===== src/common/tmf_pkg.sv =====
package tmf_pkg;

	// ----------------------------------------------------------------
	// Timing.
	// ----------------------------------------------------------------
	localparam int CLK_MHZ = 200;
	localparam int MEAS_US = 9600;
	localparam int MEAS_CYCLES = MEAS_US * CLK_MHZ;
	localparam int SAMPLES = 16;
	localparam int SAMPLE_CYCLES = MEAS_CYCLES / (2 * SAMPLES);

	// ----------------------------------------------------------------
	// Reset values and codes.
	// ----------------------------------------------------------------
	localparam logic [7:0] FAN_CODE_RESET = 8'h00;
	localparam logic [7:0] FAN_CODE_FULL = 8'hFF;
	localparam logic [7:0] TEMP_RESET = 8'h00;
	localparam logic [7:0] TEMP_MIN = 8'h80;
	localparam logic [7:0] TEMP_MAX = 8'h7F;
	localparam int CFG_DIODE2_BIT = 7;

	typedef enum logic [3:0] {
		TMF_ST_LOCAL = 4'b0001,
		TMF_ST_REM1 = 4'b0010,
		TMF_ST_REM2 = 4'b0100,
		TMF_ST_TEST = 4'b1000
	} tmf_state_t;

endpackage : tmf_pkg


===== src/rtl/tmf_sync.sv =====
`timescale 1ns/1ps
module tmf_sync #(
	parameter int WIDTH = 1
) (
	// Clock and reset.
	input wire logic clock_in,
	input wire logic rst_in,
	// Asynchronous level and its filtered copy.
	input wire logic [WIDTH-1:0] async_in,
	output logic [WIDTH-1:0] sync_out
);
	logic [WIDTH-1:0] stage1;
	logic [WIDTH-1:0] stage2;
	logic [WIDTH-1:0] stage3;
	wire [WIDTH-1:0] agree = ~(stage2 ^ stage3);

	// The stages keep sampling during reset so that straps and idle pin levels are settled at release.
	always_ff @(posedge clock_in) begin
		stage1 <= async_in;
		stage2 <= stage1;
		stage3 <= stage2;
	end

	// Reset loads the settled pin level, so no false pin change follows reset.
	always_ff @(posedge clock_in) begin
		if (rst_in) begin
			sync_out <= stage3;
		end else begin
			sync_out <= (agree & stage3) | (~agree & sync_out);
		end
	end
endmodule : tmf_sync


===== src/rtl/tmf_measure.sv =====
`timescale 1ns/1ps
module tmf_measure
	import tmf_pkg::*;
#(
	parameter int SAMPLE_CYC = SAMPLE_CYCLES,
	parameter int NSAMP = SAMPLES
) (
	// Clock and reset.
	input wire logic clock_in,
	input wire logic rst_in,
	// Configuration.
	input wire logic diode2_enable_in,
	input wire logic [7:0] fan_code_in,
	input wire logic fan_enable_in,
	// Converter results, two's complement.
	input wire logic [7:0] local_adc_in,
	input wire logic [7:0] remote_adc_in,
	// Shared pins and strap.
	input wire logic thermal_alarm_pin_in,
	input wire logic general_input_pin_in,
	input wire logic nand_test_strap_in,
	// Excitation control.
	output logic remote_select_out,
	output logic high_current_out,
	// Results.
	output logic [7:0] local_temp_out,
	output logic [7:0] remote1_temp_out,
	output logic [7:0] remote2_temp_out,
	output logic result_valid_out,
	// Fan drive, general input and test mode.
	output logic [7:0] fan_speed_dac_out,
	output logic fan_gate_out,
	output logic general_input_out,
	output logic nand_test_mode_out
);
	localparam int CW = $clog2(SAMPLE_CYC + 1);
	localparam int NW = $clog2(NSAMP);
	localparam int SW = 8 + NW + 1;

	tmf_state_t state;
	tmf_state_t next_state;
	logic [CW-1:0] tick;
	logic [NW-1:0] count;
	logic phase;
	logic [7:0] low_sample;
	logic signed [SW-1:0] acc;
	logic strap_done;
	logic [2:0] pins_sync;

	tmf_sync #(
		.WIDTH(3)
	) u_sync (
		.clock_in(clock_in),
		.rst_in(rst_in),
		.async_in({thermal_alarm_pin_in, general_input_pin_in, nand_test_strap_in}),
		.sync_out(pins_sync)
	);

	// ----------------------------------------------------------------
	// Decoding.
	// ----------------------------------------------------------------
	wire tick_end = (tick == CW'(SAMPLE_CYC - 1));
	wire last = (count == NW'(NSAMP - 1));
	wire alarm_active = ~diode2_enable_in & ~pins_sync[2];
	wire remote_state = (state == TMF_ST_REM1) | (state == TMF_ST_REM2);
	wire [7:0] diff = remote_adc_in - low_sample;
	wire signed [SW-1:0] acc_next = acc + SW'(signed'(diff));
	wire signed [SW-1:0] acc_local = acc + SW'(signed'(local_adc_in));
	wire [7:0] average = acc_next[NW +: 8];
	wire [7:0] average_local = acc_local[NW +: 8];
	wire step_done = tick_end & (remote_state ? phase : 1'b1);
	wire conv_done = step_done & last;

	always_comb begin
		next_state = state;
		unique case (state)
			TMF_ST_LOCAL: next_state = TMF_ST_REM1;
			TMF_ST_REM1: next_state = diode2_enable_in ? TMF_ST_REM2 : TMF_ST_LOCAL;
			TMF_ST_REM2: next_state = TMF_ST_LOCAL;
			TMF_ST_TEST: next_state = TMF_ST_TEST;
		endcase
	end

	// ----------------------------------------------------------------
	// Strap capture and sequencing.
	// ----------------------------------------------------------------
	always_ff @(posedge clock_in) begin
		if (rst_in) begin
			strap_done <= 1'b0;
			nand_test_mode_out <= 1'b0;
			state <= TMF_ST_LOCAL;
		end else begin
			strap_done <= 1'b1;
			if (!strap_done && pins_sync[0]) begin
				nand_test_mode_out <= 1'b1;
				state <= TMF_ST_TEST;
			end else if (conv_done) begin
				state <= next_state;
			end
		end
	end

	always_ff @(posedge clock_in) begin
		if (rst_in || state == TMF_ST_TEST) begin
			tick <= '0;
			count <= '0;
			phase <= 1'b0;
			acc <= '0;
			low_sample <= TEMP_RESET;
		end else begin
			tick <= tick_end ? '0 : tick + CW'(1);
			if (tick_end && remote_state && !phase) begin
				low_sample <= remote_adc_in;
				phase <= 1'b1;
			end else if (step_done) begin
				phase <= 1'b0;
				count <= last ? '0 : count + NW'(1);
				acc <= last ? '0 : (remote_state ? acc_next : acc_local);
			end
		end
	end

	// ----------------------------------------------------------------
	// Result registers.
	// ----------------------------------------------------------------
	always_ff @(posedge clock_in) begin
		if (rst_in) begin
			local_temp_out <= TEMP_RESET;
			remote1_temp_out <= TEMP_RESET;
			remote2_temp_out <= TEMP_RESET;
			result_valid_out <= 1'b0;
		end else begin
			result_valid_out <= conv_done;
			if (conv_done && state == TMF_ST_LOCAL) begin
				local_temp_out <= average_local;
			end
			if (conv_done && state == TMF_ST_REM1) begin
				remote1_temp_out <= average;
			end
			if (conv_done && state == TMF_ST_REM2) begin
				remote2_temp_out <= average;
			end
		end
	end

	// ----------------------------------------------------------------
	// Fan drive and pin outputs.
	// ----------------------------------------------------------------
	always_ff @(posedge clock_in) begin
		if (rst_in) begin
			fan_speed_dac_out <= FAN_CODE_RESET;
			fan_gate_out <= 1'b0;
			remote_select_out <= 1'b0;
			high_current_out <= 1'b0;
			general_input_out <= 1'b0;
		end else begin
			fan_speed_dac_out <= alarm_active ? FAN_CODE_FULL : fan_code_in;
			fan_gate_out <= fan_enable_in & ~alarm_active;
			remote_select_out <= (state == TMF_ST_REM2);
			high_current_out <= remote_state & phase;
			general_input_out <= diode2_enable_in ? 1'b0 : pins_sync[1];
		end
	end
endmodule : tmf_measure


===== config.mk =====
export PLATFORM = sky130hd
export DESIGN_NAME = tmf_measure
export DESIGN_NICKNAME = d
export VERILOG_FILES = /design/src/common/tmf_pkg.sv /design/src/rtl/tmf_sync.sv /design/src/rtl/tmf_measure.sv
export SDC_FILE = /design/constraint.sdc
export NUM_CORES = 1
export LEC_CHECK = 0
export BUFFER_PORTS_ARGS = -buffer_cell sky130_fd_sc_hd__buf_2
export CORE_MARGIN = 2
export CORE_UTILIZATION = 52
export CTS_CLUSTER_SIZE = 40
export DETAILED_ROUTE_END_ITERATION = 7
export PLACE_DENSITY = 0.82
export SLEW_MARGIN = 20
export SYNTH_ARGS = -nofsm -noshare
export SYNTH_HDL_FRONTEND = slang
export SYNTH_SLANG_ARGS = --single-unit

===== constraint.sdc =====
create_clock -name clock_in -period 3.45 [get_ports clock_in]
set_input_delay 0.5175 -clock clock_in [delete_from_list [all_inputs] [get_ports clock_in]]
set_output_delay 0.5175 -clock clock_in [all_outputs]
set_load 0.05 [all_outputs]

==> flow_summary.rst, run 1 <==
.. list-table::
   :header-rows: 1

   * - Metric
     - Value
   * - Status
     - finished, final reports clean
   * - Share of Yosys cell area claimed by the top area cell type
     - 0.384
   * - Top-count cell post-synth
     - dfxtp_1
   * - # placed instances
     - between 700 and 800
   * - Share of the clock period used by the worst path after layout
     - 0.918
   * - Unique masters post-synth
     - 53
   * - CTS H-Tree Depth
     - 3
   * - Largest net degree at the start of global routing
     - 44
   * - Maximum frequency from static timing analysis
     - about 320 MHz
   * - Number of detailed-route iterations in the first pass
     - 4
   * - Routability Congestion
     - roughly 0.85
   * - Initial antenna violation count
     - 0
   * - Unrepaired setup endpoints after global routing
     - no
   * - Arrival time of data at the critical path endpoint
     - 3460 ps
   * - Sink Count
     - 96
   * - Area of the mapped netlist
     - ~4900 sq um
   * - Synth Area per Inst
     - approximately 9 sq um
   * - Post-layout minimum cycle time
     - about 3200 ps
   * - Avg Vias per Cell
     - approximately 5.5
   * - Number of global-route vias before repair
     - 3858
   * - Endpoint class of the critical path
     - flop
   * - I/O pin total
     - 69
   * - Data required time at the worst endpoint
     - 3740 ps
   * - Register bit count reported by yosys
     - 96
   * - Final Hold Vio Count
     - 0
   * - Number of cells on the worst reg-to-reg path
     - 14
   * - Register area
     - just under 2000 sq um
   * - Yosys Warn Count
     - 0
   * - Floorplan core area
     - about 9200 sq um
   * - Standby leakage power
     - about 0.0025 uW
   * - Worst slack at placement
     - -114 ps
   * - Dominant synthesized flop cell
     - dfxtp_1
   * - Detailed-route DRC error count
     - 0
   * - TritonCTS clock tree
     - yes
   * - Hold Path End
     - u_sync.stage1[1]
   * - Net count after synthesis
     - just over 600
   * - # diodes
     - 0
   * - Hold WC Path Type
     - in2reg
   * - Die outline height
     - about 100 um
   * - EDFF count, synth
     - 3
   * - First-pass GRT wire length
     - roughly 17000 um
   * - Routed WL
     - just over 10000 um
   * - Slew @ Worst Pin
     - ~600 ps
   * - Layout cell share with drive strength beyond 1
     - 0.183
   * - Cts hold-fix bufs
     - 0
   * - Ranking of synthesized cells by instance count
     - 93 x dfxtp_1, 77 x nor2_1, 48 x nand2_1
   * - Post-Synthesis Cells
     - around 540
   * - Insertion delay of the later-clocked pin in the worst-skew pair
     - about 380 ps
   * - First element of the critical path
     - low_sample[1]
   * - Critical path launch point type
     - flop
   * - Cts bufs inserted
     - 9
   * - Gr usage total
     - 0.206
   * - Multi-input combinational cell area
     - between 2000 and 3000 sq um
   * - Detail Placement HPWL
     - 7590 um
   * - Routed wirelength normalized by instance count
     - roughly 14 um
   * - Maximum VDD drop
     - around 260 uV
   * - Overall via count from detail_route
     - around 4000
   * - Std cell rows
     - 35
   * - Number of nets still failing antenna checks after routing
     - 0
   * - Slew headroom
     - 0.590
   * - Crit Reg-Reg Startpoint
     - low_sample[1]
   * - Effective utilization at floorplan
     - 0.530
   * - Filler cell count in the final layout
     - ~770
   * - Die width
     - roughly 100 um
   * - GRT Residual Overflow
     - 0
   * - Maximum fanout count along the critical path
     - 4
   * - Final count of negative-setup-slack endpoints
     - 0
   * - Clock tree root buffer cell
     - clkbuf_8
   * - Reg-to-reg critical path endpoint
     - remote2_temp_out[7]
   * - Setup slack on the worst flop-to-flop path
     - 280 ps
   * - Number of port buffers
     - 68
   * - Final-layout setup total negative slack
     - 0 ps
   * - Share of the yosys chip area belonging to registers
     - 0.402
   * - Max-slew violation total from the final report
     - 0
   * - Clk pin slew, worst setup/hold paths
     - ~100 ps
   * - Hold path cells
     - 1
   * - Hold Startpoint
     - general_input_pin_in
   * - Relative area change from synthesis to final layout
     - 14.8%
   * - DRT iter0 DRCs
     - about 140
   * - Number of nets at the end of the flow
     - a little under 700
   * - Category of the most critical setup path
     - reg2reg
   * - Max clock buf depth
     - 2
   * - Number of standard cells in the final layout excluding fillers
     - ~730
   * - # Max-Cap Violations
     - 0
   * - Worst Slack Setup Final
     - 284 ps
   * - Largest area contributor in the synthesized netlist
     - dfxtp_1
   * - Top post-synthesis cells by area
     - dfxtp_1 38%, ha_1 9.0%, nor2_1 6.0%, mux2i_1 5.8%, xor2_1 4.7%
   * - Layout Skew
     - between 20 and 25 ps
   * - Async S/R FF share, synth
     - 0
   * - Full die area
     - between 10000 and 15000 sq um
   * - Pwr per Cell Area
     - approximately 380 nW/um^2
## worst max-delay path, cell delays in order (launching register included)
cell       delay [ps]
dfxtp_1           340
inv_1              70
ha_1              260
nor2b_1           200
o2111ai_2         140
a31oi_1           230
nor2_2             90
xor2_2            170
ha_1              310
a21o_1            220
a2111oi_0         430
a21oi_1           100
o21a_1            160
xor2_1            160
a211oi_1          200
## registers in the layout, summed over array words and instances (netlist names), 8 cells and up, named ones only
name,flops
tick,16
acc,12
fan_speed_dac_out,8
local_temp_out,8
low_sample,8
remote1_temp_out,8
remote2_temp_out,8
## through the flow
step / power, uW / cell area, sq um / hold WS [ps] / util
after floorplan: 1340 / 4850 / 310 / -
after global placement: 1410 / 5340 / 310 / 0.583
after detailed placement: 1410 / 5340 / 312 / 0.583
after CTS: 2120 / 5530 / 226 / 0.604
after global routing: 2210 / 5570 / 206 / 0.608
final: 2110 / 5570 / 235 / 0.608
## area by class of cell
cell class,instances,share of cell area
well taps,111,0.0249
flip-flops and latches,96,0.350
clock buffers,9,0.0222
repair buffers,83,0.0813
multi-input cells,406,0.495
inverters,21,0.0142
clock inverters,7,0.0115
## worst max path at each step
stage	cells past startpoint	end	slack [ps]
after global placement	16	remote2_temp_out[5]	-30
after global routing	15	acc[10]	30
after floorplan	15	remote2_temp_out[5]	160
after CTS	14	remote2_temp_out[5]	200
final	14	remote2_temp_out[7]	280
after detailed placement	16	remote2_temp_out[5]	-110
## routing by layer
metal / wire, um / global-route usage
met5: 0 / 0
met2: 5160 / 0.364
met1: 4410 / 0.248
met4: 167 / 0.0717
met3: 395 / 0.0437
## timing repair
| action | in CTS | in global routing |
|---|---|---|
| setup buffers | 0 | 1 |
| endpoints found under the setup margin | 0 | 9 |
| resized for setup | 0 | 8 |
## logic make-up (layout without fill, tap and decap cells)
kind of cell	Yosys count	count (layout)	synth area share
AND/OR/NAND/NOR	194	194	0.189
AO/OA/AOI/OAI	100	100	0.126
multiplexers	29	29	0.0601
adder cells (fa/ha/maj)	38	38	0.103
buffers and inverters	39	120	0.0361
flip-flops	96	96	0.402
XOR/XNOR	45	45	0.0841
## layout by cell type, fill, tap and decap left out, drive strengths merged, types with 25 or more instances in the layout
cell type and instances:
a21oi 29, buf 83, dfxtp 93, ha 35, inv 25, mux2i 28
nand2 48, nor2 78, o21ai 29, xor2 26
## power breakdown
part           total, uW  leakage (uW)  switching (uW)  internal (uW)
Sequential          1150      0.000788            13.1           1140
Clock                712     0.0000952             435            278
Combinational        244       0.00159             151           93.2
Total               2110       0.00247             599           1510
Note: power is estimated with default switching activity, not from simulation.
==> inputs of run 2 (changes only) <==
==> constraint.sdc (replaced) <==
create_clock -name clock_in -period 3.45 [get_ports clock_in]
set_input_delay 0.345 -clock clock_in [delete_from_list [all_inputs] [get_ports clock_in]]
set_output_delay 0.345 -clock clock_in [all_outputs]
set_load 0.05 [all_outputs]
==> run 2 against run 1 <==
Compared with the run above: via count down 2.3%; count of clock-buffer cells in the layout unchanged; hold slack worse by 170 ps; final cell count down 1.4%; non-clock buffer count down 10; critical endpoint is now acc[9]; highest routed layer unchanged.
==> flow_summary.rst, run 2 (synthesized netlist as in run 1, its figures left out) <==
.. list-table::
   :header-rows: 1

   * - Metric
     - Value
   * - Int Pwr
     - 1500 uW (-0.83%)
   * - Commonest cells after routing, fill and taps aside
     - 93 x dfxtp_1, 76 x nor2_1, 68 x buf_2
   * - Slowest cell delay on critical path
     - 390 ps (-40 ps)
   * - Combinational share of power
     - 0.111 (-0.005)
   * - Post-layout minimum cycle time
     - 3260 ps (+89.8 ps)
   * - Layout Skew
     - 8.77 ps (-11.6 ps)
   * - Routability Congestion
     - 0.840 (-0.83%)
   * - Number of port buffers
     - 68 (unchanged)
   * - Most common cell after layout, fill and taps aside
     - dfxtp_1
   * - # Max-Cap Violations
     - 0 (unchanged)
   * - Post-route design area
     - 5480 sq um (-1.7%)
   * - Standby leakage power
     - 0.00242 uW (-2.2%)
   * - Routed WL
     - 9700 um (-4.3%)
   * - Maximum frequency from static timing analysis
     - 307 MHz (-2.8%)
   * - Full die area
     - 10100 sq um (unchanged)
   * - Die outline height
     - 101 um (unchanged)
   * - Number of global-route vias before repair
     - 3862 (+0.10%)
   * - Routed wirelength normalized by instance count
     - 13.4 um (-3.0%)
   * - Relative area change from synthesis to final layout
     - 12.8%
   * - Effective utilization at floorplan
     - 0.530 (unchanged)
   * - # diodes
     - 0 (unchanged)
   * - Final Hold Vio Count
     - 0 (unchanged)
   * - DRT iter0 DRCs
     - 146 (+6.6%)
   * - Cts bufs inserted
     - 9 (unchanged)
   * - Clock tree root buffer cell
     - clkbuf_8
   * - Proportion of power drawn by flip-flops and latches
     - 0.553 (+0.007)
   * - Unrepaired setup endpoints after global routing
     - no
   * - Hold WC Path Type
     - in2reg
   * - Final-layout setup total negative slack
     - 0 ps (unchanged)
   * - Critical path launch point type
     - flop
   * - Category of the most critical setup path
     - reg2reg
   * - Placed cell areas
     - 5270 sq um (-1.4%)
   * - Maximum VDD drop
     - 279 uV (+7.6%)
   * - Hold Startpoint
     - general_input_pin_in
   * - Insertion delay of the later-clocked pin in the worst-skew pair
     - 370 ps (about the same)
   * - Floorplan core area
     - 9150 sq um (unchanged)
   * - Layout cell share with drive strength beyond 1
     - 0.163 (-0.0199)
   * - Proportion of total power due to net switching
     - 0.281 (-0.00291)
   * - Overall via count from detail_route
     - 3918 (-2.3%)
   * - Register bank with the most flops
     - tick
   * - Detailed-route DRC error count
     - 0 (unchanged)
   * - Cells traversed along the worst timing path
     - ha_1 -> inv_1 -> fa_1 -> a21o_1 -> a21oi_1 -> xnor2_1 -> ha_1 -> a21oi_1 -> nand2_1 -> a31oi_2 -> o21ai_1 -> a31oi_1 -> xor2_1 -> o221ai_1
   * - Avg Vias per Cell
     - 5.42 (-0.92%)
   * - Slew @ Worst Pin
     - 929 ps (+320 ps)
   * - Switching power
     - 585 uW (-2.2%)
   * - Gr usage total
     - 0.207 (+0.000398)
   * - Std cell rows
     - 35 (unchanged)
   * - Die width
     - 101 um (unchanged)
   * - Number of nets still failing antenna checks after routing
     - 0 (unchanged)
   * - Final Total Pwr
     - 2080 uW (-1.2%)
   * - Final count of negative-setup-slack endpoints
     - 0 (unchanged)
   * - Sink Count
     - 96 (unchanged)
   * - Endpoint class of the critical path
     - flop
   * - Maximum fanout count along the critical path
     - 5 (+1)
   * - Pwr per Cell Area
     - 380 nW/um^2 (+0.46%)
   * - Detail Placement HPWL
     - 7490 um (-1.3%)
   * - Data required time at the worst endpoint
     - 3690 ps (-50 ps)
   * - Final-layout worst hold slack
     - 61.6 ps (-174 ps)
   * - Max-slew violation total from the final report
     - 0 (unchanged)
   * - Share of the clock period used by the worst path after layout
     - 0.944 (+0.0260)
   * - Cts hold-fix bufs
     - 0 (unchanged)
   * - Biggest registers after layout
     - tick: 16 flops, acc: 12 flops
   * - Filler cell count in the final layout
     - 788 (+2.9%)
   * - Initial antenna violation count
     - 0 (unchanged)
   * - Max clock buf depth
     - 2 (unchanged)
   * - Clk pin slew, worst setup/hold paths
     - 100 ps (about the same)
   * - Number of detailed-route iterations in the first pass
     - 4 (unchanged)
   * - Worst Slack Setup Final
     - 194 ps (-89.8 ps)
   * - I/O pin total
     - 69 (unchanged)
   * - CP max stage cell
     - fa_1
   * - Number of flip-flops under the largest register name
     - 16 (unchanged)
   * - Slew headroom
     - 0.378 (-0.211)
   * - Crit Reg-Reg Startpoint
     - low_sample[0]
   * - Setup slack on the worst flop-to-flop path
     - 190 ps (-90 ps)
   * - First-pass GRT wire length
     - 16900 um (-0.73%)
   * - Number of nets at the end of the flow
     - 676 (-1.5%)
   * - Hold path cells
     - 1 (unchanged)
   * - Arrival time of data at the critical path endpoint
     - 3490 ps (+30 ps)
   * - Hold Path End
     - u_sync.stage1[1]
   * - Share of total power in the clock network
     - 0.336 (-0.002)
   * - Number of cells on the worst reg-to-reg path
     - 14 (unchanged)
   * - Reg-to-reg critical path endpoint
     - acc[9]
   * - TritonCTS clock tree
     - yes
   * - Status
     - finished, final reports clean
   * - CTS H-Tree Depth
     - 3 (unchanged)
   * - GRT Residual Overflow
     - 0 (unchanged)
   * - Largest net degree at the start of global routing
     - 45 (+2.3%)
   * - Worst slack at placement
     - -53.9 ps (+60.3 ps)
[run 2: how the worst max path moves through the flow]
stage	start	endpoint	slack [ps]	depth (start not counted)
after floorplan	remote_adc_in[0]	remote2_temp_out[5]	330	15
after global placement	remote_adc_in[0]	remote2_temp_out[5]	80	16
after detailed placement	remote_adc_in[1]	remote1_temp_out[7]	-50	14
after CTS	low_sample[1]	remote1_temp_out[7]	30	14
after global routing	low_sample[0]	remote1_temp_out[7]	2	15
final	low_sample[0]	acc[9]	190	14
[run 2: power by group through the flow]
stage	logic, uW	registers (uW)	clock network [uW]
3_5_place_dp	227	1180	0
2_1_floorplan	138	1210	0
4_1_cts	228	1150	722
6_report	232	1150	699
5_1_grt	257	1150	764
3_3_place_gp	219	1180	0
[run 2: what timing repair did]
| action | 4_1_cts | 5_1_grt |
|---|---|---|
| setup endpoints to repair | 0 | 9 |
| gates resized for setup | 0 | 5 |
| hold endpoints to repair | 0 | 0 |
| setup buffers | 0 | 1 |
[run 2: area by class of cell]
type,instances,area [sq um],area share
multi-input cells,406,2740,0.501
flip-flops and latches,96,1950,0.356
repair buffers,73,378,0.0690
well taps,111,139,0.0254
clock buffers,9,124,0.0226
inverters,21,78.8,0.0144
clock inverters,7,61.3,0.0112
[run 2: worst max-delay path: cells and delay by family (launching register included)]
kind | cells | cell delay, ps
compound gates | 7 | 1390
xor+xnor | 2 | 380
fa+ha+maj | 3 | 840
buf+inv | 1 | 50
flops | 1 | 380
simple gates | 1 | 80
[run 2: through the flow]
stage                     instances  utilization
final                           723        0.598
after global routing            723        0.598
after CTS                       722        0.595
after detailed placement        706        0.575
after global placement          706        0.575
after floorplan                 541            -
[run 2: routing by layer]
| metal | part of all wire | track usage |
|---|---|---|
| met1 | 0.44 | 0.238 |
| met5 | 0 | 0 |
| met3 | 0.037 | 0.0548 |
| met2 | 0.50 | 0.370 |
| met4 | 0.018 | 0.0695 |
